$ cat src/hdl/tlcu_pkg.sv
// Purpose: Shared constants and carrier types of the time latch capture unit.
// Assumes: Byte-wide register ports with 16-bit byte addresses.
// Notes: Timestamp slots are ordered input A rise, A fall, B rise, B fall.
package tlcu_pkg;

    // Register byte addresses.
    localparam logic [15:0] ADDR_CAPTURE_A_CONTROL = 16'h09a8;
    localparam logic [15:0] ADDR_CAPTURE_B_CONTROL = 16'h09a9;
    localparam logic [15:0] ADDR_CAPTURE_A_STATUS = 16'h09ae;
    localparam logic [15:0] ADDR_CAPTURE_B_STATUS = 16'h09af;
    localparam logic [15:0] ADDR_CAPTURE_A_RISE_TIME = 16'h09b0;
    localparam logic [15:0] ADDR_CAPTURE_A_FALL_TIME = 16'h09b8;
    localparam logic [15:0] ADDR_CAPTURE_B_RISE_TIME = 16'h09c0;
    localparam logic [15:0] ADDR_CAPTURE_B_FALL_TIME = 16'h09c8;
    // Byte span of the four timestamp registers together.
    localparam logic [15:0] TIME_SPAN = 16'h0020;

    // Field positions shared by control and status bytes.
    localparam int CTRL_RISE_SINGLE_BIT = 0;
    localparam int CTRL_FALL_SINGLE_BIT = 1;
    localparam int STAT_RISE_EVENT_BIT = 0;
    localparam int STAT_FALL_EVENT_BIT = 1;
    localparam int STAT_PIN_LEVEL_BIT = 2;
    // Mask of the writable control bits; bits 7:2 stay zero.
    localparam logic [7:0] CTRL_WRITE_MASK = 8'h03;

    // Reset values.
    localparam logic [7:0] CTRL_RESET = 8'h00;
    localparam logic [63:0] TIME_RESET = 64'h0000_0000_0000_0000;
    localparam logic [7:0] RDATA_RESET = 8'h00;

    // Timestamp slot indices.
    localparam int SLOT_A_RISE = 0;
    localparam int SLOT_A_FALL = 1;
    localparam int SLOT_B_RISE = 2;
    localparam int SLOT_B_FALL = 3;

    // One byte access from either register port.
    typedef struct packed {
        logic rd;
        logic wr;
        logic [15:0] addr;
        logic [7:0] wdata;
    } tlcu_req_t;

    // Everything a read port can return.
    typedef struct packed {
        logic [7:0] ctrl_a;
        logic [7:0] ctrl_b;
        logic [7:0] stat_a;
        logic [7:0] stat_b;
        logic [3:0][63:0] times;
    } tlcu_image_t;

endpackage : tlcu_pkg

$ cat src/hdl/tlcu_edge_chan.sv
// Purpose: One capture input: synchroniser, edge detection, timestamps and event flags.
// Assumes: The system time input is stable in the core clock domain.
// Notes: Edge detection starts only once the synchroniser holds real pin samples.
`timescale 1ns/1ns
module tlcu_edge_chan #(
    parameter int TIME_W = 64
) (
    input wire logic i_clk,
    input wire logic i_reset,
    input wire logic i_ce,
    input wire logic i_pin,
    input wire logic [TIME_W-1:0] i_sys_time,
    input wire logic i_rise_single,
    input wire logic i_fall_single,
    input wire logic i_clr_rise,
    input wire logic i_clr_fall,
    output logic [TIME_W-1:0] o_rise_time,
    output logic [TIME_W-1:0] o_fall_time,
    output logic o_rise_flag,
    output logic o_fall_flag,
    output logic o_pin_level
);
    logic meta_reg;
    logic level_reg;
    logic prev_reg;
    logic [1:0] prime_reg;
    logic armed;
    logic rise_edge;
    logic fall_edge;
    logic rise_take;
    logic fall_take;

    // A flag that is being cleared in this cycle may already accept a new edge.
    assign armed = (prime_reg == 2'h3);
    assign rise_edge = armed & level_reg & ~prev_reg;
    assign fall_edge = armed & ~level_reg & prev_reg;
    assign rise_take = rise_edge & (~i_rise_single | ~o_rise_flag | i_clr_rise);
    assign fall_take = fall_edge & (~i_fall_single | ~o_fall_flag | i_clr_fall);
    assign o_pin_level = level_reg;

    // Two-flop synchroniser; the edge logic looks at level_reg and prev_reg, never at meta_reg.
    always_ff @(posedge i_clk) begin
        if (i_reset) begin
            meta_reg <= 1'b0;
            level_reg <= 1'b0;
            prev_reg <= 1'b0;
            prime_reg <= 2'h0;
        end else if (i_ce) begin
            meta_reg <= i_pin;
            level_reg <= meta_reg;
            prev_reg <= level_reg;
            if (!armed) prime_reg <= prime_reg + 2'h1;
        end
    end

    // Timestamps and single-event flags; a new event wins over a clear.
    always_ff @(posedge i_clk) begin
        if (i_reset) begin
            o_rise_time <= tlcu_pkg::TIME_RESET;
            o_fall_time <= tlcu_pkg::TIME_RESET;
            o_rise_flag <= 1'b0;
            o_fall_flag <= 1'b0;
        end else if (i_ce) begin
            if (rise_take) o_rise_time <= i_sys_time;
            if (fall_take) o_fall_time <= i_sys_time;
            if (rise_take && i_rise_single) o_rise_flag <= 1'b1;
            else if (i_clr_rise || !i_rise_single) o_rise_flag <= 1'b0;
            if (fall_take && i_fall_single) o_fall_flag <= 1'b1;
            else if (i_clr_fall || !i_fall_single) o_fall_flag <= 1'b0;
        end
    end

endmodule : tlcu_edge_chan

$ cat src/hdl/tlcu_read_port.sv
// Purpose: Read side of one register port, with its own upper-byte snapshots.
// Assumes: One byte access per strobe; read data returns one cycle later.
// Notes: Each port keeps private snapshots so the two ports never disturb each other's upper bytes.
`timescale 1ns/1ns
module tlcu_read_port (
    input wire logic i_clk,
    input wire logic i_reset,
    input wire logic i_ce,
    input wire tlcu_pkg::tlcu_req_t i_req,
    input wire tlcu_pkg::tlcu_image_t i_image,
    output logic [3:0] o_low_read,
    output logic [7:0] o_rdata,
    output logic o_rvalid
);
    logic [3:0][55:0] snap_reg;
    logic [15:0] ts_off;
    logic ts_hit;
    logic [1:0] slot;
    logic [2:0] byte_sel;
    logic [63:0] ts_view;
    logic [7:0] rd_next;

    // Timestamp window decode.
    assign ts_off = i_req.addr - tlcu_pkg::ADDR_CAPTURE_A_RISE_TIME;
    assign ts_hit = (ts_off < tlcu_pkg::TIME_SPAN);
    assign slot = ts_off[4:3];
    assign byte_sel = ts_off[2:0];
    assign o_low_read = (i_req.rd && ts_hit && byte_sel == 3'h0) ? (4'h1 << slot) : 4'h0;
    // Low byte is live, upper bytes come from the snapshot taken at the low-byte read.
    assign ts_view = {snap_reg[slot], i_image.times[slot][7:0]};

    // Read data selection; unmapped addresses in this block read as zero.
    assign rd_next = (i_req.addr == tlcu_pkg::ADDR_CAPTURE_A_CONTROL) ? i_image.ctrl_a :
                     (i_req.addr == tlcu_pkg::ADDR_CAPTURE_B_CONTROL) ? i_image.ctrl_b :
                     (i_req.addr == tlcu_pkg::ADDR_CAPTURE_A_STATUS) ? i_image.stat_a :
                     (i_req.addr == tlcu_pkg::ADDR_CAPTURE_B_STATUS) ? i_image.stat_b :
                     ts_hit ? ts_view[byte_sel*8 +: 8] : tlcu_pkg::RDATA_RESET;

    // Snapshot and registered answer.
    always_ff @(posedge i_clk) begin
        if (i_reset) begin
            snap_reg <= '0;
            o_rdata <= tlcu_pkg::RDATA_RESET;
            o_rvalid <= 1'b0;
        end else if (i_ce) begin
            for (int k = 0; k < 4; k++) begin
                if (o_low_read[k]) snap_reg[k] <= i_image.times[k][63:8];
            end
            o_rvalid <= i_req.rd;
            if (i_req.rd) o_rdata <= rd_next;
        end
    end

endmodule : tlcu_read_port

$ cat src/hdl/tlcu_top.sv
// Purpose: Time latch capture unit with network-side and host process-data register ports.
// Assumes: Ownership bits and the host write-acknowledge mode arrive as levels from
//          the distributed-clock configuration; system time is in the core clock domain.
// Notes: Both ports read every register; ownership decides who may write and who clears.
`timescale 1ns/1ns

module tlcu_top #(
    parameter int TIME_W = 64
) (
    input wire logic i_clk,
    input wire logic i_reset,
    input wire logic i_ce,
    input wire logic i_capture_input_a,
    input wire logic i_capture_input_b,
    input wire logic [TIME_W-1:0] i_sys_time,
    input wire logic i_own_a_host,
    input wire logic i_own_b_host,
    input wire logic i_host_wr_ack_en,
    input wire tlcu_pkg::tlcu_req_t i_net_req,
    input wire tlcu_pkg::tlcu_req_t i_host_req,
    output logic [7:0] o_net_rdata,
    output logic o_net_rvalid,
    output logic [7:0] o_host_rdata,
    output logic o_host_rvalid
);
    // Control registers and their next values.
    logic [7:0] ctrl_a_reg;
    logic [7:0] ctrl_b_reg;
    logic [7:0] ctrl_a_next;
    logic [7:0] ctrl_b_next;

    // Write decode per port.
    logic net_ctrl_a_wr;
    logic net_ctrl_b_wr;
    logic host_ctrl_a_wr;
    logic host_ctrl_b_wr;
    logic [15:0] host_ts_off;
    logic host_ts_wr_hit;
    logic [3:0] host_ts_wr;

    // Read-side low-byte strobes from both ports.
    logic [3:0] net_low_read;
    logic [3:0] host_low_read;

    // Clear requests per timestamp slot.
    logic [3:0] net_clear;
    logic [3:0] host_rd_clear;
    logic [3:0] host_wr_clear;
    logic [3:0] clear_slot;
    logic [3:0] owner_host;

    // Channel outputs.
    logic [TIME_W-1:0] a_rise_time;
    logic [TIME_W-1:0] a_fall_time;
    logic [TIME_W-1:0] b_rise_time;
    logic [TIME_W-1:0] b_fall_time;
    logic a_rise_flag;
    logic a_fall_flag;
    logic b_rise_flag;
    logic b_fall_flag;
    logic a_level;
    logic b_level;

    // Register image shared by both read ports.
    tlcu_pkg::tlcu_image_t image;
    logic [7:0] stat_a;
    logic [7:0] stat_b;

    // Control write decode; a write from the port that does not own the input is dropped.
    assign net_ctrl_a_wr = i_net_req.wr &&
                           (i_net_req.addr == tlcu_pkg::ADDR_CAPTURE_A_CONTROL) &&
                           !i_own_a_host;
    assign host_ctrl_a_wr = i_host_req.wr &&
                            (i_host_req.addr == tlcu_pkg::ADDR_CAPTURE_A_CONTROL) &&
                            i_own_a_host;
    assign net_ctrl_b_wr = i_net_req.wr &&
                           (i_net_req.addr == tlcu_pkg::ADDR_CAPTURE_B_CONTROL) &&
                           !i_own_b_host;
    assign host_ctrl_b_wr = i_host_req.wr &&
                            (i_host_req.addr == tlcu_pkg::ADDR_CAPTURE_B_CONTROL) &&
                            i_own_b_host;

    // Next control values; reserved bits are forced to zero whatever is written.
    always_comb begin
        ctrl_a_next = ctrl_a_reg;
        ctrl_b_next = ctrl_b_reg;
        if (net_ctrl_a_wr) begin
            ctrl_a_next = i_net_req.wdata & tlcu_pkg::CTRL_WRITE_MASK;
        end else if (host_ctrl_a_wr) begin
            ctrl_a_next = i_host_req.wdata & tlcu_pkg::CTRL_WRITE_MASK;
        end
        if (net_ctrl_b_wr) begin
            ctrl_b_next = i_net_req.wdata & tlcu_pkg::CTRL_WRITE_MASK;
        end else if (host_ctrl_b_wr) begin
            ctrl_b_next = i_host_req.wdata & tlcu_pkg::CTRL_WRITE_MASK;
        end
    end

    // Control registers; only ownership-permitted writes reach them.
    always_ff @(posedge i_clk) begin
        if (i_reset) begin
            ctrl_a_reg <= tlcu_pkg::CTRL_RESET;
            ctrl_b_reg <= tlcu_pkg::CTRL_RESET;
        end else if (i_ce) begin
            ctrl_a_reg <= ctrl_a_next;
            ctrl_b_reg <= ctrl_b_next;
        end
    end

    // Ownership per slot: slots 0 and 1 belong to input A, slots 2 and 3 to input B.
    assign owner_host = {i_own_b_host, i_own_b_host, i_own_a_host, i_own_a_host};

    // Host writes into the timestamp window act only as acknowledges.
    // Network-side writes to the window are not decoded at all, so they vanish.
    assign host_ts_off = i_host_req.addr - tlcu_pkg::ADDR_CAPTURE_A_RISE_TIME;
    assign host_ts_wr_hit = i_host_req.wr && (host_ts_off < tlcu_pkg::TIME_SPAN);
    assign host_ts_wr = host_ts_wr_hit ? (4'h1 << host_ts_off[4:3]) : 4'h0;

    // Clear sources. The network side clears when it owns the input. The host clears by
    // reading when acknowledge-by-write is off, and by writing any byte when it is on.
    // Clearing on the low byte read keeps one clear per timestamp read-out sequence.
    assign net_clear = net_low_read & ~owner_host;
    assign host_rd_clear = host_low_read & owner_host &
                           {4{~i_host_wr_ack_en}};
    assign host_wr_clear = host_ts_wr & owner_host &
                           {4{i_host_wr_ack_en}};
    assign clear_slot = net_clear | host_rd_clear | host_wr_clear;

    // Capture input A: pin synchroniser, edge capture and single-event flags.
    tlcu_edge_chan #(
        .TIME_W(TIME_W)
    ) u_chan_a (
        .i_clk(i_clk),
        .i_reset(i_reset),
        .i_ce(i_ce),
        .i_pin(i_capture_input_a),
        .i_sys_time(i_sys_time),
        .i_rise_single(ctrl_a_reg[tlcu_pkg::CTRL_RISE_SINGLE_BIT]),
        .i_fall_single(ctrl_a_reg[tlcu_pkg::CTRL_FALL_SINGLE_BIT]),
        .i_clr_rise(clear_slot[tlcu_pkg::SLOT_A_RISE]),
        .i_clr_fall(clear_slot[tlcu_pkg::SLOT_A_FALL]),
        .o_rise_time(a_rise_time),
        .o_fall_time(a_fall_time),
        .o_rise_flag(a_rise_flag),
        .o_fall_flag(a_fall_flag),
        .o_pin_level(a_level)
    );

    // Capture input B uses the same channel with its own control byte.
    tlcu_edge_chan #(
        .TIME_W(TIME_W)
    ) u_chan_b (
        .i_clk(i_clk),
        .i_reset(i_reset),
        .i_ce(i_ce),
        .i_pin(i_capture_input_b),
        .i_sys_time(i_sys_time),
        .i_rise_single(ctrl_b_reg[tlcu_pkg::CTRL_RISE_SINGLE_BIT]),
        .i_fall_single(ctrl_b_reg[tlcu_pkg::CTRL_FALL_SINGLE_BIT]),
        .i_clr_rise(clear_slot[tlcu_pkg::SLOT_B_RISE]),
        .i_clr_fall(clear_slot[tlcu_pkg::SLOT_B_FALL]),
        .o_rise_time(b_rise_time),
        .o_fall_time(b_fall_time),
        .o_rise_flag(b_rise_flag),
        .o_fall_flag(b_fall_flag),
        .o_pin_level(b_level)
    );

    // Status bytes: event flags, live pin level and zeros in the reserved bits.
    always_comb begin
        stat_a = 8'h00;
        stat_a[tlcu_pkg::STAT_RISE_EVENT_BIT] = a_rise_flag;
        stat_a[tlcu_pkg::STAT_FALL_EVENT_BIT] = a_fall_flag;
        stat_a[tlcu_pkg::STAT_PIN_LEVEL_BIT] = a_level;
        stat_b = 8'h00;
        stat_b[tlcu_pkg::STAT_RISE_EVENT_BIT] = b_rise_flag;
        stat_b[tlcu_pkg::STAT_FALL_EVENT_BIT] = b_fall_flag;
        stat_b[tlcu_pkg::STAT_PIN_LEVEL_BIT] = b_level;
    end

    // Gather the readable state into one image for both read ports.
    assign image.ctrl_a = ctrl_a_reg;
    assign image.ctrl_b = ctrl_b_reg;
    assign image.stat_a = stat_a;
    assign image.stat_b = stat_b;
    assign image.times[tlcu_pkg::SLOT_A_RISE] = 64'(a_rise_time);
    assign image.times[tlcu_pkg::SLOT_A_FALL] = 64'(a_fall_time);
    assign image.times[tlcu_pkg::SLOT_B_RISE] = 64'(b_rise_time);
    assign image.times[tlcu_pkg::SLOT_B_FALL] = 64'(b_fall_time);

    // Network-side read port with private snapshots.
    tlcu_read_port u_net_port (
        .i_clk(i_clk),
        .i_reset(i_reset),
        .i_ce(i_ce),
        .i_req(i_net_req),
        .i_image(image),
        .o_low_read(net_low_read),
        .o_rdata(o_net_rdata),
        .o_rvalid(o_net_rvalid)
    );

    // Host process-data read port; its snapshots are independent of the network side.
    tlcu_read_port u_host_port (
        .i_clk(i_clk),
        .i_reset(i_reset),
        .i_ce(i_ce),
        .i_req(i_host_req),
        .i_image(image),
        .o_low_read(host_low_read),
        .o_rdata(o_host_rdata),
        .o_rvalid(o_host_rvalid)
    );

endmodule : tlcu_top

$ cat config.mk
export PLATFORM = sky130hd
export DESIGN_NAME = tlcu_top
export DESIGN_NICKNAME = d
export VERILOG_FILES = /design/src/hdl/tlcu_pkg.sv /design/src/hdl/tlcu_edge_chan.sv /design/src/hdl/tlcu_read_port.sv /design/src/hdl/tlcu_top.sv
export SDC_FILE = /design/constraint.sdc
export NUM_CORES = 2
export LEC_CHECK = 0
export ABC_AREA = 0
export BUFFER_PORTS_ARGS = -buffer_cell sky130_fd_sc_hd__buf_2
export CAP_MARGIN = 40
export CORE_MARGIN = 1.5
export CORE_UTILIZATION = 41
export DETAILED_ROUTE_END_ITERATION = 7
export MAX_ROUTING_LAYER = met4
export PLACE_DENSITY_LB_ADDON = 0.3
export SLEW_MARGIN = 20
export SYNTH_ARGS = -nofsm -noshare
export SYNTH_HDL_FRONTEND = slang
export SYNTH_HIERARCHICAL = 1
export SYNTH_SLANG_ARGS = --single-unit
$ cat constraint.sdc
create_clock -name i_clk -period 7.6 [get_ports i_clk]
set_clock_uncertainty 0.05 [all_clocks]
set_input_delay 1.14 -clock i_clk [delete_from_list [all_inputs] [get_ports i_clk]]
set_output_delay 1.14 -clock i_clk [all_outputs]
set_load 0.03 [all_outputs]
# Word level (Yosys, flattened, before mapping)
# Index checks and enable logic that the tools add are counted.
# W data, S select, Z words.
# classes
n_eq_ne	10
n_shift	4
n_mux	33
addsub	4
reduce_logical	57
n_lt_le_gt_ge	4
bitwise_logic	43
# ops
op	n
$bmux W64 S2	2
$bmux W56 S2	2
$eq A16 B12 Y1 const B	8
$mux W8	16
$shiftx A64 B7 Y8	2
$mux W56	2
$reduce_and A2 Y1	22
$lt A16 B6 Y1 const B	2
$sub A16 B12 Y16 const B	2
$and A4 B4 Y4	5
$logic_and A1 B1 Y1	17
$not A1 Y1	15
$and A1 B1 Y1	12
$mux W4	3
$reduce_bool A2 Y1	6
$mux W1	8
$or A1 B1 Y1	8
$or A4 B4 Y4	2
$shl A1 B2 Y4 const A	2
$logic_not A1 Y1	6
$logic_not A3 Y1	2
$lt A2 B3 Y1 const B	2
$add A2 B1 Y2 const B	2
$eq A2 B2 Y1 const B	2
2 further kinds	5
# totals
word_cells	185
in_bits	124
regBits	752
out_inout_bits	18

# Longest topological paths before layout
# depth
word_depth	14
mapped_depth	18
mapped_depth_nobuf	15

# Modules after synthesis
# The synthesis kept the hierarchy.
# by_module_without_submodules
module	cells_each	n_inst	area_each_um2
tlcu_read_port at u_net_port	1392	1	11578.6
tlcu_edge_chan	516	2	5670.4
tlcu_read_port at u_host_port	1378	1	10976.8
tlcu_top	82	1	613.1

# Least setup slack after synthesis
# Ideal clock, no wire load.
# synth_path
path_type	input-to-reg
startpoint	input port i_net_req[12] (netlist name)
endpoint	register u_chan_b.o_rise_time[10]
n_path_buf	4
slack_ps	3232
arrival_ps	4246
setup_ps	72
cell_stages	16
cell_sequence	buf_2 inv_1 ha_1 nand2_1 a2111o_1 nor4_4 buf_2 o2111ai_1 nor3_1 nor2_1 o41ai_1 nand3b_1 and2_4 buf_12 buf_12 mux2i_1
# synth_between
elab_chain_len	11
elab_cells_between_ends	12
# synth_lines
item	line	text
from (decl)	tlcu_top.sv:19	input wire tlcu_pkg::tlcu_req_t i_net_req,
$sub A16 B12 Y16 (*)	tlcu_read_port.sv:24	assign ts_off = i_req.addr - tlcu_pkg::ADDR_CAPTURE_A_RISE_TIME;
$lt A16 B6 Y1	tlcu_read_port.sv:25	assign ts_hit = (ts_off < tlcu_pkg::TIME_SPAN);
$logic_and A1 B1 Y1 (2 in a row)	tlcu_read_port.sv:28	assign o_low_read = (i_req.rd && ts_hit && byte_sel == 3'h0) ? (4'h1 << slot) : 4'h0;
$mux W4 (*)	tlcu_read_port.sv:28	
named net net_low_read[2]	tlcu_top.sv:42	logic [3:0] net_low_read;
$and A4 B4 Y4 (*)	tlcu_top.sv:122	assign net_clear = net_low_read & ~owner_host;
$or A4 B4 Y4 (*) (2 in a row)	tlcu_top.sv:127	assign clear_slot = net_clear | host_rd_clear | host_wr_clear;
named net clear_slot[2]	tlcu_top.sv:49	logic [3:0] clear_slot;
$or A1 B1 Y1 (*)	tlcu_edge_chan.sv:37	assign rise_take = rise_edge & (~i_rise_single | ~o_rise_flag | i_clr_rise);
$and A1 B1 Y1 (*)	tlcu_edge_chan.sv:37	
$reduce_and A2 Y1 (no line) (*)	-	
to (signal assigned)	tlcu_edge_chan.sv:59	o_rise_time <= tlcu_pkg::TIME_RESET;
to (signal assigned)	tlcu_edge_chan.sv:64	if (rise_take) o_rise_time <= i_sys_time;
to (decl)	tlcu_edge_chan.sv:17	output logic [TIME_W-1:0] o_rise_time,
# The timed path passes the listed nets; every way through them passes the cells marked *.
# A chain may end at the register's enable or synchronous reset.

# Final worst setup path
# layout_path
startpoint	input port i_host_req[12] (netlist name)
endpoint	register u_chan_b.o_fall_time[57]
# layout_between
elab_chain_len	12
elab_cells_between_ends	17
# layout_lines
item	line	text
from (decl)	tlcu_top.sv:20	input wire tlcu_pkg::tlcu_req_t i_host_req,
$sub A16 B12 Y16 (*)	tlcu_read_port.sv:24	
$lt A16 B6 Y1	tlcu_read_port.sv:25	
$logic_and A1 B1 Y1 (2 in a row)	tlcu_read_port.sv:28	
$mux W4 (*)	tlcu_read_port.sv:28	
named net host_low_read[3]	tlcu_top.sv:43	logic [3:0] host_low_read;
$and A4 B4 Y4 (*) (2 in a row)	tlcu_top.sv:123	assign host_rd_clear = host_low_read & owner_host &
$or A4 B4 Y4 (*) (2 in a row)	tlcu_top.sv:127	
named net clear_slot[3]	tlcu_top.sv:49	
$or A1 B1 Y1 (*)	tlcu_edge_chan.sv:38	assign fall_take = fall_edge & (~i_fall_single | ~o_fall_flag | i_clr_fall);
$and A1 B1 Y1 (*)	tlcu_edge_chan.sv:38	
$reduce_and A2 Y1 (no line) (*)	-	
to (signal assigned)	tlcu_edge_chan.sv:60	o_fall_time <= tlcu_pkg::TIME_RESET;
to (signal assigned)	tlcu_edge_chan.sv:65	if (fall_take) o_fall_time <= i_sys_time;
to (decl)	tlcu_edge_chan.sv:18	output logic [TIME_W-1:0] o_fall_time,
# Marks and branches as above.

==> results.yml <==
global_routing:
  grt_pass1_wl_um: 175100
  grt_use_total: 0.2745
  antenna_found_initial: 2
  overflow: 0
  grt_max_degree: 226
  grt_pass1_vias: 27357
worst_setup_path:
  cp.arrival_ps: 5780
  worst_setup_path_start_kind: "primary input"
  worst_setup_path_end_kind: "flip-flop"
  r2r-start: "u_net_port/snap_reg[97]"
  required_ps: 8110
  critical_path.max_fanout: 25
  r2r_slack_ps: 5290
  reg2regPathDepth: 4
  r2r_end: "u_net_port/o_rdata[1]"
  crit_type: "in2reg"
yosys:
  synth-main-ff-cell: "dfxtp_1"
  syn_inst: 3884
  yosys_register_bits: 740
  avgSynthCellArea_um2: 8.885
  synth_top_family_by_area: "simple AND/OR/NAND/NOR gates"
  synth_warnings: 6
  yosys.area_share.simple: 0.1963
  synth_edf_count: 0
  synthMuxAreaShare: 0.1612
  ys_seq_area_frac: 0.4293
  synth_cell_type_count: 79
  netlist_area_um2: 34510
  synth-adder-area-share: 0.003191
  synthXorXnorAreaFrac: 0.001015
  synth_compound_area_frac: 0.1533
  async_flop_share: 0
drt:
  wl_per_cell_um: 23.47
  routed.top_layer: "met4"
  drc: 0
  first_pass_iters: 6
  met3RoutedLength_um: 9492
  dr_wl_met2_um: 54300
  wirelength_um: 117500
  vias: 29401
  avgViaCountPerCell: 5.870
  initialDrtViolationCount: 3436
  antenna_left: 0
  wl_met1_um: 49910
timing:
  relSlewSlack: 0.2897
  period_needed_ps: 5268
  finalHoldViolCount: 0
  finalSetupTns_ps: 0
  fmaxAchievable_mhz: 189.8
  maxSlewViolCount: 0
  setup_violations: 0
  post-route-period-util: 0.6932
  worst_pin_slew_ps: 1065
  rsz0062_at_grt: "false"
layout:
  fin_nets: 3999
  fin_util: 0.4610
  n_fill_cell: 8038
  area_delta_synth_final_pct: 11.43
  layout-drive-gt1-share: 0.1080
place:
  place_hpwl_um: 70460
  portBuffers: 129
  gp_congestion: 0.8922
clocking:
  h-tree-depth: 3
  cts_buffer_depth: 3
  cts_resized: 0
  postCtsSetupBuffers: 0
  cts_tree: "yes"
  clock_sinks: 740
  cts_root_buf: "clkbuf_16"
  clkTransAtPathRegs_ps: 60
  cts_buffers: 82
  clk_latency_ps: 650
  hold_buffers: 0
floorplanning:
  dieArea_um2: 85920
  rows: 106
  die_y_um: 293.1
  coreArea_um2: 83420
  die_x_um: 293.1
  start_util: 0.4137
  ioPinCount: 142
power_and_ir_drop:
  ir_drop_v: 0.0001768
  static-leakage-power_nw: 13.81
  p_per_area_nw_per_um2: 214.6
  total_power_w: 0.008253
min_path:
  hp-class: "reg2reg"
  whs_path_depth: 2
  whs_endpoint: "u_host_port/snap_reg[28]"
  worstHoldStart: "u_host_port/snap_reg[28]"
job:
  cap_violations: 0
run_status:
  status: "complete, no violations"
-- how the worst max path moves through the flow --
stage / start / end / slack [ps] / cells after the start
finish: i_host_req[12] / u_chan_b/o_fall_time[57] / 2330 / 17
global route: i_host_req[12] / u_chan_b/o_rise_time[15] / 1970 / 16
CTS: i_host_req[12] / u_chan_b/o_fall_time[50] / 2490 / 17
detailed placement: i_host_req[12] / u_chan_b/o_fall_time[57] / 1850 / 17
global placement: i_host_req[12] / u_chan_b/o_fall_time[61] / 1690 / 16
floorplan: i_net_req[12] / u_chan_b/o_rise_time[10] / 3230 / 16
-- synthesized netlist by cell type (6+ instances only) --
master     number  share of area
o21ai_0       247          0.036
nor2_1         53         0.0058
nand4_1        18         0.0033
nand2b_1      396          0.072
clkbuf_1      207          0.023
mux2_2          8         0.0026
nor2b_1         8         0.0015
buf_6          35          0.011
dfxtp_1       740           0.43
mux4_2         39          0.025
mux2i_1       459           0.13
o211ai_1        6         0.0013
inv_1          12         0.0013
buf_2          54         0.0078
buf_4          12         0.0026
and3_1         10         0.0018
a31o_2          7         0.0018
o2bb2ai_1       9         0.0023
nor3_1         10         0.0015
o221ai_1       14         0.0036
nand3b_1        9         0.0020
a211oi_1        9         0.0020
a22oi_1        88          0.019
ha_1            8         0.0029
nand2_1       508          0.055
or4_1          10         0.0022
a31oi_1        22         0.0040
buf_1          14         0.0015
o21ai_1        22         0.0032
nand3_1       261          0.038
buf_12         14         0.0081
a21oi_1       478          0.069
-- cell families (layout without fill, tap and decap cells) --
| group | count (synthesis) | count (layout) |
|---|---|---|
| DFF | 740 | 740 |
| muxes | 506 | 506 |
| xor gates and xnor gates | 4 | 4 |
| other | 1 | 47 |
| adders and majority gates | 9 | 9 |
| buffers and inverters | 350 | 349 |
| and+or+nand+nor | 1332 | 1332 |
| AOI/OAI and AO/OA | 942 | 942 |
-- routing by layer --
layer,global-route usage,up-vias
li1,-,13582
met2,0.4346,1277
met3,0.04183,222
met4,0.09010,0
met5,-,-
met1,0.3585,14320
-- placed cells by master (no fill, tap or decap), drive strengths merged, types with 8 or more instances in the layout --
| cell | instances |
|---|---|
| dfxtp | 740 |
| nand2 | 512 |
| a21oi | 479 |
| mux2i | 459 |
| nand2b | 396 |
| o21ai | 270 |
| nand3 | 261 |
| buf | 194 |
| clkbuf | 119 |
| a22oi | 88 |
| nor2 | 54 |
| conb | 44 |
| mux4 | 39 |
| a31oi | 22 |
| clkinv | 19 |
| nand4 | 18 |
| inv | 15 |
| o221ai | 14 |
| nor3 | 11 |
| or4 | 11 |
| and3 | 10 |
| nand3b | 9 |
| o2bb2ai | 9 |
| a211oi | 9 |
| nor2b | 9 |
| ha | 8 |
| mux2 | 8 |
-- cell type report --
type	count	area, µm²	share of cell area
repair buffers	194	1559	0.04054
flip-flops and latches	740	14810	0.3852
clock inverters	24	192.7	0.005011
inverters	12	45.04	0.001171
clock buffers	119	2404	0.06250
diodes	3	7.507	0.0001952
well taps	1080	1351	0.03514
multi-input cells	2837	18080	0.4702
-- stage by stage --
step           setup WS [ps]  hold WS [ps]  instances  cell area, µm²
2_1_floorplan           3232         378.4       3927           34670
3_3_place_gp            1688         385.8       4841           35350
3_5_place_dp            1846         392.3       4861           35820
4_1_cts                 2486         400.1       5004           38410
5_1_grt                 1969         409.6       5008           38450
6_report                2332         396.8       5009           38450
-- where the power goes --
part | switching [W] | internal (W) | total (W) | leakage [nW]
combinational | 0.000331 | 0.000159 | 0.000489 | 6.56
sequential | 0.00000381 | 0.00388 | 0.00389 | 5.96
clock | 0.00165 | 0.00223 | 0.00388 | 1.29
-- worst max-delay path, cell delays in order --
cell and delay [ps]:
buf_2 400, inv_1 280, ha_1 350, nand2_1 50, a211oi_1 180, nand4_1 460, nor4b_2 890, nand3_1 280
nor2_1 170, inv_1 40, o21ai_0 150, o21ai_0 100, o21ai_0 80, nand3b_1 220, and2_4 410, buf_16 280
mux2i_1 220
(Power assumes the default switching activity.)
